`config.mk`:
```
export PLATFORM = sky130hd
export DESIGN_NAME = usc_se0_classifier
export DESIGN_NICKNAME = d
export VERILOG_FILES = /design/src/design/usc_se0_classifier.v
export VERILOG_INCLUDE_DIRS = /design/src /design/src/design
export SDC_FILE = /design/constraint.sdc
export NUM_CORES = 1
export LEC_CHECK = 0
export ABC_AREA = 1
export BUFFER_PORTS_ARGS = -buffer_cell sky130_fd_sc_hd__buf_2
export CELL_PAD_IN_SITES_DETAIL_PLACEMENT = 2
export CELL_PAD_IN_SITES_GLOBAL_PLACEMENT = 2
export CORE_AREA = 5 5 135 137
export CTS_CLUSTER_SIZE = 40
export DETAILED_ROUTE_END_ITERATION = 16
export DIE_AREA = 0 0 140 142
export PLACE_DENSITY_LB_ADDON = 0.1
export RECOVER_POWER = 25
export REMOVE_ABC_BUFFERS = 1
export SKIP_CTS_REPAIR_TIMING = 1
export SYNTH_ARGS = -nofsm -noshare
export SYNTH_HDL_FRONTEND = slang
export SYNTH_SLANG_ARGS = --single-unit
```
`constraint.sdc`:
```
create_clock -name clock -period 3.4 [get_ports clock]
set_input_delay 0.17 -clock clock [delete_from_list [all_inputs] [get_ports clock]]
set_output_delay 0.17 -clock clock [all_outputs]
set_load 0.02 [all_outputs]
```
`src/design/usc_consts.vh`:
```
/*
 * constants for the low-speed se0 width classifier: register indices,
 * field positions, reset values and line timing figures.
 * assumes a 50 MHz system clock; included by its bare name.
 */
`ifndef USC_CONSTS_VH
`define USC_CONSTS_VH

// system clock period in ns
`define USC_CLK_PERIOD_NS 20

// se0 width thresholds in ns
`define USC_SE0_MIN_NS 500
`define USC_SE0_EOP_MAX_NS 2500
`define USC_SE0_RESET_NS 2670

// register indices; byte address is four times the index
`define USC_IDX_USB_STATUS 6'h19
`define USC_IDX_INT_STATUS 6'h1f
`define USC_IDX_INT_CONTROL 6'h20

// usb status register fields
`define USC_ST_EOP_BIT 0
`define USC_ST_FEOP_BIT 2

// interrupt status register fields (write one to clear)
`define USC_IS_SUSPEND_BIT 3
`define USC_IS_RESET_BIT 4
`define USC_IS_RESUME_BIT 5
`define USC_IS_TOKEN_BIT 7

// interrupt control register fields
`define USC_IC_SUSPEND_EN_BIT 3
`define USC_IC_RESET_EN_BIT 4
`define USC_IC_RESUME_EN_BIT 5
`define USC_IC_TOKEN_EN_BIT 6

// reset values
`define USC_USB_STATUS_RST 8'h00
`define USC_INT_STATUS_RST 8'h00
`define USC_INT_CONTROL_RST 8'h00

// axi response codes
`define USC_RESP_OKAY 2'h0
`define USC_RESP_SLVERR 2'h2

`endif

```
`src/design/usc_se0_classifier.v`:
```
/*
 * se0 width classifier for a low-speed usb function, with an axi4-lite
 * register slave and one level interrupt output.
 * assumes the line pair and the receiver phase inputs are synchronous
 * to clock, and that the receiver engine outside drives the phase levels
 * and returns to idle when rx_abort pulses.
 */
`timescale 1ns/1ns
`include "usc_consts.vh"

module usc_se0_classifier #(
	parameter ADDR_W = 8,
	parameter CNT_W = 8,
	parameter RX_TIMEOUT_CYCLES = 500,
	parameter SUSPEND_CYCLES = 150000,
	parameter SUSP_W = 18
) (
	input wire clock,
	input wire resetn,
	input wire line_dp,
	input wire line_dm,
	input wire rx_token_phase,
	input wire rx_packet_phase,
	input wire bus_suspended,
	output reg rx_abort,
	output reg keepalive_seen,
	output reg irq,
	input wire [ADDR_W-1:0] s_axi_awaddr,
	input wire s_axi_awvalid,
	output reg s_axi_awready,
	input wire [31:0] s_axi_wdata,
	input wire [3:0] s_axi_wstrb,
	input wire s_axi_wvalid,
	output reg s_axi_wready,
	output reg [1:0] s_axi_bresp,
	output reg s_axi_bvalid,
	input wire s_axi_bready,
	input wire [ADDR_W-1:0] s_axi_araddr,
	input wire s_axi_arvalid,
	output reg s_axi_arready,
	output reg [31:0] s_axi_rdata,
	output reg [1:0] s_axi_rresp,
	output reg s_axi_rvalid,
	input wire s_axi_rready
);

	// thresholds in cycles: least times round up
	localparam integer SE0_MIN_I =
		(`USC_SE0_MIN_NS + `USC_CLK_PERIOD_NS - 1) / `USC_CLK_PERIOD_NS;
	localparam integer SE0_RESET_I =
		(`USC_SE0_RESET_NS + `USC_CLK_PERIOD_NS - 1) / `USC_CLK_PERIOD_NS;
	localparam [CNT_W-1:0] SE0_MIN_CYC = SE0_MIN_I[CNT_W-1:0];
	localparam [CNT_W-1:0] SE0_RESET_CYC = SE0_RESET_I[CNT_W-1:0];
	localparam [15:0] RX_TIMEOUT = RX_TIMEOUT_CYCLES[15:0];
	localparam [SUSP_W-1:0] SUSPEND_LIMIT = SUSPEND_CYCLES[SUSP_W-1:0];

	reg rst_meta; // first reset synchroniser stage
	reg rst_n; // released reset copy used everywhere

	reg se0_prev; // se0 level one cycle ago
	reg [CNT_W-1:0] se0_cnt; // width of the running se0, saturating
	reg reset_hit; // long se0 already reported in this se0
	reg resume_hit; // suspend wake already reported in this se0
	reg [15:0] rx_timer; // cycles in reception without an eop
	reg rx_done; // timeout already reported for this reception
	reg [SUSP_W-1:0] susp_timer; // idle time since last keep-alive
	reg susp_done; // suspend already reported

	reg eop_flag; // end of packet seen in packet phase
	reg false_eop_error_flag; // reception ended by timeout
	reg token_irq_flag; // eop after token
	reg reset_flag; // bus reset request
	reg resume_flag; // resume request
	reg suspend_flag; // idle long enough to suspend
	reg token_irq_enable;
	reg resume_irq_enable;
	reg bus_reset_irq_enable;
	reg suspend_irq_enable;

	// write channel capture
	reg aw_held;
	reg w_held;
	reg [ADDR_W-1:0] aw_addr;
	reg [31:0] w_data;
	reg [3:0] w_strb;

	wire se0 = ~line_dp & ~line_dm; // single ended zero on the pair
	wire receiving = (rx_token_phase | rx_packet_phase) & ~bus_suspended;
	wire idle_state = ~receiving & ~bus_suspended;
	wire se0_end = se0_prev & ~se0; // se0 just released
	// band between min and reset: clean eop or ambiguous, both classed alike
	wire mid_width = (se0_cnt >= SE0_MIN_CYC) && (se0_cnt < SE0_RESET_CYC);

	// classified events, one cycle each
	wire ev_reset = se0 && (se0_cnt == SE0_RESET_CYC - 1'b1) && !reset_hit;
	wire ev_keepalive = se0_end && mid_width && idle_state;
	wire ev_token = se0_end && mid_width && receiving && rx_token_phase;
	wire ev_eop = se0_end && mid_width && receiving && !rx_token_phase;
	wire ev_resume = bus_suspended && se0 && !resume_hit &&
		(se0_cnt == SE0_MIN_CYC - 1'b1);
	wire ev_timeout = receiving && !rx_done && (rx_timer == RX_TIMEOUT - 1'b1);
	wire ev_suspend = idle_state && !susp_done &&
		(susp_timer == SUSPEND_LIMIT - 1'b1);

	// write handshake decode
	wire wr_go = aw_held && w_held && !s_axi_bvalid;
	wire [5:0] wr_idx = aw_addr[7:2];
	wire [5:0] rd_idx = s_axi_araddr[7:2];
	wire wr_lane0 = w_strb[0];
	wire [7:0] wr_byte = w_data[7:0];
	wire clr_status = wr_go && wr_lane0 && (wr_idx == `USC_IDX_USB_STATUS);
	wire clr_int = wr_go && wr_lane0 && (wr_idx == `USC_IDX_INT_STATUS);

	wire [7:0] usb_status_view;
	wire [7:0] int_status_view;
	wire [7:0] int_control_view;
	assign usb_status_view = {5'h00, false_eop_error_flag, 1'b0, eop_flag};
	assign int_status_view = {token_irq_flag, 1'b0, resume_flag, reset_flag,
		suspend_flag, 3'h0};
	assign int_control_view = {1'b0, token_irq_enable, resume_irq_enable,
		bus_reset_irq_enable, suspend_irq_enable, 3'h0};

	// reset release through two flops, assertion stays asynchronous
	always @(posedge clock or negedge resetn) begin
		if (!resetn) begin
			rst_meta <= 1'b0;
			rst_n <= 1'b0;
		end else begin
			rst_meta <= 1'b1;
			rst_n <= rst_meta;
		end
	end

	// se0 width measurement; saturates so a long reset cannot wrap
	always @(posedge clock or negedge rst_n) begin
		if (!rst_n) begin
			se0_prev <= 1'b0;
			se0_cnt <= {CNT_W{1'b0}};
			reset_hit <= 1'b0;
			resume_hit <= 1'b0;
		end else begin
			se0_prev <= se0;
			if (!se0) begin
				se0_cnt <= {CNT_W{1'b0}};
				reset_hit <= 1'b0;
				resume_hit <= 1'b0;
			end else begin
				if (se0_cnt != {CNT_W{1'b1}})
					se0_cnt <= se0_cnt + 1'b1;
				if (ev_reset)
					reset_hit <= 1'b1;
				if (ev_resume)
					resume_hit <= 1'b1;
			end
		end
	end

	// reception watchdog: an eop ends it, a short se0 never does
	always @(posedge clock or negedge rst_n) begin
		if (!rst_n) begin
			rx_timer <= 16'h0000;
			rx_done <= 1'b0;
		end else if (!receiving || ev_token || ev_eop) begin
			rx_timer <= 16'h0000;
			rx_done <= 1'b0;
		end else if (ev_timeout) begin
			rx_done <= 1'b1;
		end else if (!rx_done) begin
			rx_timer <= rx_timer + 16'h0001;
		end
	end

	// suspend timer runs in idle; a keep-alive, reception, a reset-length se0 or a suspended bus reloads it
	always @(posedge clock or negedge rst_n) begin
		if (!rst_n) begin
			susp_timer <= {SUSP_W{1'b0}};
			susp_done <= 1'b0;
		end else if (ev_keepalive || receiving || ev_reset) begin
			susp_timer <= {SUSP_W{1'b0}};
			susp_done <= 1'b0;
		end else if (bus_suspended) begin
			susp_timer <= {SUSP_W{1'b0}};
		end else if (ev_suspend) begin
			susp_done <= 1'b1;
		end else if (!susp_done) begin
			// a short se0 lands here and leaves the count running
			susp_timer <= susp_timer + 1'b1;
		end
	end

	// sticky status flags; a set in the clearing cycle wins
	always @(posedge clock or negedge rst_n) begin
		if (!rst_n) begin
			eop_flag <= 1'b0;
			false_eop_error_flag <= 1'b0;
			token_irq_flag <= 1'b0;
			reset_flag <= 1'b0;
			resume_flag <= 1'b0;
			suspend_flag <= 1'b0;
		end else begin
			// packet phase eop
			if (ev_eop)
				eop_flag <= 1'b1;
			else if (clr_status && wr_byte[`USC_ST_EOP_BIT])
				eop_flag <= 1'b0;
			// reception abandoned by timeout
			if (ev_timeout)
				false_eop_error_flag <= 1'b1;
			else if (clr_status && wr_byte[`USC_ST_FEOP_BIT])
				false_eop_error_flag <= 1'b0;
			// token end of packet
			if (ev_token)
				token_irq_flag <= 1'b1;
			else if (clr_int && wr_byte[`USC_IS_TOKEN_BIT])
				token_irq_flag <= 1'b0;
			// long se0 in any state, suspend included
			if (ev_reset)
				reset_flag <= 1'b1;
			else if (clr_int && wr_byte[`USC_IS_RESET_BIT])
				reset_flag <= 1'b0;
			// se0 activity while suspended
			if (ev_resume)
				resume_flag <= 1'b1;
			else if (clr_int && wr_byte[`USC_IS_RESUME_BIT])
				resume_flag <= 1'b0;
			if (ev_suspend)
				suspend_flag <= 1'b1;
			else if (clr_int && wr_byte[`USC_IS_SUSPEND_BIT])
				suspend_flag <= 1'b0;
		end
	end

	// event pulses to the receiver engine
	always @(posedge clock or negedge rst_n) begin
		if (!rst_n) begin
			rx_abort <= 1'b0;
			keepalive_seen <= 1'b0;
		end else begin
			rx_abort <= ev_timeout;
			keepalive_seen <= ev_keepalive;
		end
	end

	// interrupt enables, written through lane zero
	always @(posedge clock or negedge rst_n) begin
		if (!rst_n) begin
			token_irq_enable <= |(`USC_INT_CONTROL_RST & (8'h01 << `USC_IC_TOKEN_EN_BIT));
			resume_irq_enable <= |(`USC_INT_CONTROL_RST & (8'h01 << `USC_IC_RESUME_EN_BIT));
			bus_reset_irq_enable <= |(`USC_INT_CONTROL_RST & (8'h01 << `USC_IC_RESET_EN_BIT));
			suspend_irq_enable <= |(`USC_INT_CONTROL_RST & (8'h01 << `USC_IC_SUSPEND_EN_BIT));
		end else if (wr_go && wr_lane0 && (wr_idx == `USC_IDX_INT_CONTROL)) begin
			token_irq_enable <= wr_byte[`USC_IC_TOKEN_EN_BIT];
			resume_irq_enable <= wr_byte[`USC_IC_RESUME_EN_BIT];
			bus_reset_irq_enable <= wr_byte[`USC_IC_RESET_EN_BIT];
			suspend_irq_enable <= wr_byte[`USC_IC_SUSPEND_EN_BIT];
		end
	end

	// one level interrupt, registered so it is glitch free at the pin
	always @(posedge clock or negedge rst_n) begin
		if (!rst_n)
			irq <= 1'b0;
		else
			irq <= (token_irq_flag & token_irq_enable) |
				(resume_flag & resume_irq_enable) |
				(reset_flag & bus_reset_irq_enable) |
				(suspend_flag & suspend_irq_enable);
	end

	// write address and data are taken independently, in either order
	always @(posedge clock or negedge rst_n) begin
		if (!rst_n) begin
			s_axi_awready <= 1'b0;
			s_axi_wready <= 1'b0;
			aw_held <= 1'b0;
			w_held <= 1'b0;
			aw_addr <= {ADDR_W{1'b0}};
			w_data <= 32'h00000000;
			w_strb <= 4'h0;
		end else begin
			s_axi_awready <= !aw_held && !s_axi_awready;
			s_axi_wready <= !w_held && !s_axi_wready;
			if (s_axi_awvalid && s_axi_awready) begin
				aw_held <= 1'b1;
				aw_addr <= s_axi_awaddr;
				s_axi_awready <= 1'b0;
			end
			if (s_axi_wvalid && s_axi_wready) begin
				w_held <= 1'b1;
				w_data <= s_axi_wdata;
				w_strb <= s_axi_wstrb;
				s_axi_wready <= 1'b0;
			end
			if (wr_go) begin
				aw_held <= 1'b0;
				w_held <= 1'b0;
			end
		end
	end

	// write response one cycle after both halves are held
	always @(posedge clock or negedge rst_n) begin
		if (!rst_n) begin
			s_axi_bvalid <= 1'b0;
			s_axi_bresp <= `USC_RESP_OKAY;
		end else if (wr_go) begin
			s_axi_bvalid <= 1'b1;
			// unmapped words answer slverr and change nothing
			if (wr_idx == `USC_IDX_USB_STATUS || wr_idx == `USC_IDX_INT_STATUS ||
				wr_idx == `USC_IDX_INT_CONTROL)
				s_axi_bresp <= `USC_RESP_OKAY;
			else
				s_axi_bresp <= `USC_RESP_SLVERR;
		end else if (s_axi_bvalid && s_axi_bready) begin
			s_axi_bvalid <= 1'b0;
		end
	end

	// read path: one read at a time, data held until rready
	always @(posedge clock or negedge rst_n) begin
		if (!rst_n) begin
			s_axi_arready <= 1'b0;
			s_axi_rvalid <= 1'b0;
			s_axi_rdata <= 32'h00000000;
			s_axi_rresp <= `USC_RESP_OKAY;
		end else begin
			s_axi_arready <= !s_axi_rvalid && !s_axi_arready && !s_axi_arvalid;
			if (!s_axi_rvalid && !s_axi_arready && s_axi_arvalid)
				s_axi_arready <= 1'b1;
			if (s_axi_arvalid && s_axi_arready) begin
				s_axi_arready <= 1'b0;
				s_axi_rvalid <= 1'b1;
				s_axi_rresp <= `USC_RESP_OKAY;
				case (rd_idx)
				`USC_IDX_USB_STATUS: begin
					s_axi_rdata <= {24'h000000, usb_status_view};
				end
				`USC_IDX_INT_STATUS: begin
					s_axi_rdata <= {24'h000000, int_status_view};
				end
				`USC_IDX_INT_CONTROL: begin
					s_axi_rdata <= {24'h000000, int_control_view};
				end
				default: begin
					s_axi_rdata <= 32'h00000000;
					s_axi_rresp <= `USC_RESP_SLVERR;
				end
				endcase
			end else if (s_axi_rvalid && s_axi_rready) begin
				s_axi_rvalid <= 1'b0;
			end
		end
	end

endmodule // usc_se0_classifier

```
Yosys cells after proc, flatten, opt, wreduce, memory -nomap -nowiden:

Cells that the tools add are included.

* register bits after elaboration: 122
* word-level logic and storage cells: 195
* bits of input ports: 64

* reductions and logical operators: 73
* muxes and demuxes: 45
* bitwise gates (word level): 17
* add/sub/neg operators: 3
* magnitude comparators: 2
* eq/ne operators: 19

Operator list (number)
* 2-to-1 mux 18 bit: 4
* 2-to-1 mux 16 bit: 3
* logical AND 1 bit: 37
* 2-to-1 mux 1 bit: 33
* equality test 6 x 5 -> 1 bit, second input constant: 4
* one-hot mux 8 bit (3 select lines): 1
* nonzero test 2 bit: 12
* adder 18 x 1 -> 18 bit, second input constant: 1
* equality test 18 bit, second input constant: 1
* adder 16 x 1 -> 16 bit, second input constant: 1
* equality test 16 x 9 -> 1 bit, second input constant: 1
* 2-to-1 mux 8 bit: 2
* zero test 1 bit: 14
* equality test 6 bit, second input constant: 2
* != test 2 x 1 -> 1 bit, second input constant: 6
* adder 8 x 1 -> 8 bit, second input constant: 1
* bitwise AND 1 bit: 8
* equality test 8 x 5 -> 1 bit, second input constant: 1
* equality test 8 bit, second input constant: 1
* greater-or-equal comparator 8 x 5 -> 1 bit, second input constant: 1
* less-than comparator 8 bit, second input constant: 1
* != test 8 bit, second input constant: 1
* logical OR 1 bit: 6
* != test 3 x 2 -> 1 bit, second input constant: 2
* 5 further kinds: 15

Depth between registers and ports, before layout:

* word-level depth: 11
* mapped depth: 12
* gate-level depth less buffers: 11

Worst setup path after synthesis:

No wires, ideal clock.

* path type: register -> register
* start point: reg se0_cnt[0]
* end point: reg susp_timer[13]
* path buffers: 1
* path slack: 1807 ps
* arrival time: 1475 ps
* library setup time: 117 ps
* period minus slack after synthesis: 1593 ps
* stages on the path, launching flop included: 12
* path through: dfrtp_1 inv_1 ha_1 nand3_1 nand2_1 nand2_1 nand4_1 nand2_4 inv_2 buf_6 nand3_1 nand2_1

* word-level cells in the longest chain between the ends: 8

RTL lines
* from (decl): RTL line usc_se0_classifier.v:61 `reg [CNT_W-1:0] se0_cnt;`
* from (signal assigned): RTL line usc_se0_classifier.v:138 `se0_cnt <= {CNT_W{1'b0}};`
* from (signal assigned): RTL line usc_se0_classifier.v:144 `se0_cnt <= {CNT_W{1'b0}};`
* from (signal assigned): RTL line usc_se0_classifier.v:149 `se0_cnt <= se0_cnt + 1'b1;`
* greater-or-equal comparator 8 x 5 -> 1 bit or less-than comparator 8 bit (tied branches): RTL line usc_se0_classifier.v:92 `wire mid_width = (se0_cnt >= SE0_MIN_CYC) && (se0_cnt < SE0_RESET_CYC);`
* logical AND 1 bit: RTL line usc_se0_classifier.v:92
* logical AND 1 bit (2 in a row): RTL line usc_se0_classifier.v:96 `wire ev_keepalive = se0_end && mid_width && idle_state;`
* logical OR 1 bit: RTL line usc_se0_classifier.v:178 `end else if (ev_keepalive || receiving || ev_reset) begin`
* logical OR 1 bit (*): RTL line usc_se0_classifier.v:178
* != test 3 x 2 -> 1 bit (no line)
* AND reduction 2 bit (no line)
* to (signal assigned): RTL line usc_se0_classifier.v:176 `susp_timer <= {SUSP_W{1'b0}};`
* to (signal assigned): RTL line usc_se0_classifier.v:179 `susp_timer <= {SUSP_W{1'b0}};`
* to (signal assigned): RTL line usc_se0_classifier.v:182 `susp_timer <= {SUSP_W{1'b0}};`
* to (decl): RTL line usc_se0_classifier.v:66 `reg [SUSP_W-1:0] susp_timer;`

Mark *: on every way between the ends. The rest lies on a longest branch, timed or not.
A chain may end at the register's enable or synchronous reset.

Final worst setup path:

* start point: reg rx_timer[0]
* end point: reg rx_timer[12]

* word-level cells in the longest chain between the ends: 4

RTL lines
* from (decl): RTL line usc_se0_classifier.v:64 `reg [15:0] rx_timer;`
* from (signal assigned): RTL line usc_se0_classifier.v:169 `rx_timer <= rx_timer + 16'h0001;`
* adder 16 x 1 -> 16 bit or equality test 16 x 9 -> 1 bit (tied branches): RTL line usc_se0_classifier.v:169, usc_se0_classifier.v:101
* 2-to-1 mux 16 bit or logical AND 1 bit (tied branches): RTL line usc_se0_classifier.v:168, usc_se0_classifier.v:101
* 2-to-1 mux 16 bit or != test 2 x 1 -> 1 bit (tied branches)
* 2-to-1 mux 16 bit or AND reduction 2 bit (tied branches)

Parallel ways exist; a longest one is shown, timed or not. The select of a mux whose other input is x is not followed.

==> flow_summary.toml <==
[status]
status = "finished, violations left"
violations = "capacitance limit, slew limit"

[clock_tree]
cts_made_buffers = 9
cts.htree.levels = 3
clk_latency_ps = 340
cts_tree = "yes"
cts_sinks = 92
clockRootBuffer = "clkbuf_16"
path_clk_slew_ps = 70
clock_path_buffers = 2

[grt]
grt_use_total = 0.155
grt_max_degree = 65
grt_pass1_wl_um = 25200
grt_pass1_vias = 5115
grt_overflow = 0
antenna_found_initial = 0

[min_path]
worst_hold_path_type = "in2reg"
worstHoldStart = "s_axi_bready"
min_path_cells = 2
min_to = "s_axi_bvalid"

[drt]
firstDrtPassIters = 4
routed_via_density = 4.72
antenna_left = 0
wl_per_cell_um = 15.7
drc = 0
num_vias = 4472
drt_iter0_markers = 139
drt-total-wl_um = 14800

[sta]
worstMarginPinSlew_ps = 1530
worst_slack_ps = 1190
fin_setup_tns_ps = 0
clock.fmax_mhz = 452
min_period_ps = 2210
finalSetupViolCount = 0
relSlewSlack = -0.0196
maxSlewViolCount = 65
fin_crit_sh = 0.651
finClkSkew_ps = 5.71
rsz0062_at_grt = "false"
finalHoldViolCount = 0
holdWs_ps = 7.96

[place]
portBuffers = 48
place_congestion = 0.787
dp_hpwl_um = 11000
pre_cts_slack_ps = 1180

[yosys]
ys_seq_elements = 92
syn_area_per_cell_um2 = 7.65
synth_warnings = 0
postSynth.asyncResetShare = 1.00
syn_inst = 668
netlist_area_um2 = 5110
ys_dominant_reg_cell = "dfrtp_1"
ys_seq_area_frac = 0.451
synth_cell_type_count = 39
synth_edf_count = 0

[critical_path]
reg2reg_setup_slack_ps = 1190
crit_family = "compound AO/OA/AOI/OAI gates"
cpPeakStageDelay_ps = 690
r2r-end = "rx_timer[12]"
crit_path_start_kind = "flop"
r2r-start = "rx_timer[0]"
cp.required_ps = 3630
cp_data_arrival_time_ps = 2440
path_buf_inv = 0
path_max_fanout = 17
worstPathCellList = "ha_1 -> nand3_1 -> nor2_2 -> a21oi_2 -> nor2_4 -> nand2_1 -> nand2_1"
r2r_cells = 7
critical_path_class = "reg2reg"
cp_common_cell = "nand2_1"
worstSetupEndpointType = "flop"
cp_slowest_cell = "a21oi_2"

[cells_and_area]
syn2layout_area_growth_pct = 12.4
finalNetCount = 787
multi_input_area_um2 = 2370
drive_gt1_frac = 0.0900
diodes = 0
fill_cells = 2040
final_core_util = 0.339
seq_area_um2 = 2300

[floorplan]
rows = 48
die_h_um = 142
coreArea_um2 = 16900
die_x_um = 140
ios = 108
die_area_um2 = 19900
initial_core_util = 0.302

[power]
p_leak_nw = 2.75
p_per_area_nw_per_um2 = 506
vdd_drop_max_uv = 231

[flow_run]
maxCapViolations = 1
logic make-up after synthesis:
family                   synth area share
other                             0.00147
AO/OA/AOI/OAI                      0.0539
flip-flops                          0.451
AND/OR/NAND/NOR                     0.337
adder cells (fa/ha/maj)            0.0122
XOR/XNOR                           0.0411
buffers and inverters               0.104
cell type report:
type,instances,share of cell area
multi-input cells,497,0.412
flip-flops and latches,92,0.401
well taps,225,0.0490
inverters,67,0.0442
clock buffers,11,0.0423
repair buffers,51,0.0423
clock inverters,4,0.00850
worst register-to-register path: stages (launching register included):
cell and delay [ps]:
dfrtp_1 440, ha_1 300, nand3_1 180, nor2_2 70
a21oi_2 690, nor2_4 220, nand2_1 140, nand2_1 60
metal layers:
layer	track usage	wire, um	up-vias
li1	-	-	2188
met1	0.189	6780	2210
met2	0.287	7520	62
met3	0.0208	352	12
met4	0.0444	174	0
met5	0	0	-
placed cells by master (no fill, tap or decap), types with 4 or more instances in the layout:
cell type,synthesis,layout
nor2_1,72,73
clkbuf_16,0,9
nor3_1,11,11
dfrtp_1,92,91
inv_2,4,4
clkbuf_1,3,19
xor2_1,21,21
nand2_1,200,200
nand3b_1,9,9
buf_2,4,30
nand4_1,10,10
conb_1,2,28
inv_1,62,62
nand3_1,68,68
ha_1,5,5
o21ai_0,34,34
nor4_1,5,5
power breakdown:
part / total, mW / internal, mW / switching [mW]
sequential: 1.39 / 1.27 / 0.125
combinational: 0.492 / 0.146 / 0.347
clock: 1.02 / 0.587 / 0.433
how the worst max path moves through the flow:
stage,end,cells after the start,from
2_1_floorplan,aw_addr[2],0,rst_n
5_1_grt,rx_timer[3],7,rx_timer[0]
6_report,rx_timer[12],7,rx_timer[0]
3_3_place_gp,rx_timer[4],7,rx_timer[0]
4_1_cts,rx_timer[0],7,rx_timer[0]
3_5_place_dp,rx_timer[10],7,rx_timer[0]
sequential cells by signal (all words and copies together) (netlist names), 6 cells and up:
signal / cells
se0_cnt: 8
s_axi_rdata: 7
w_data: 7
rx_timer: 16
susp_timer: 18
aw_addr: 6
Yosys cell counts (all sizes together), types with 2 or more instances:
| master | count | area [um2] |
|---|---|---|
| nand2 | 203 | 774 |
| dfrtp | 92 | 2300 |
| nor2 | 79 | 343 |
| nand3 | 69 | 350 |
| inv | 67 | 254 |
| buf | 35 | 264 |
| o21ai | 34 | 170 |
| xor2 | 21 | 184 |
| nor3 | 12 | 65.1 |
| nand4 | 10 | 62.6 |
| nand3b | 9 | 67.6 |
| ha | 5 | 62.6 |
| nor4 | 5 | 31.3 |
| a21oi | 4 | 23.8 |
| a31oi | 3 | 18.8 |
| clkbuf | 3 | 11.3 |
| o31ai | 3 | 22.5 |
| xnor2 | 3 | 26.3 |
| conb | 2 | 7.51 |
| nor3b | 2 | 15.0 |
stage by stage:
step                      power [mW]  area, um2  instances
after floorplan                 1.72       4930        656
after global placement          1.89       5470        931
after detailed placement        1.93       5470        931
after CTS                       2.98       5760        946
after global routing            3.10       5740        947
final                           2.91       5740        947
(Power assumes the default switching activity.)
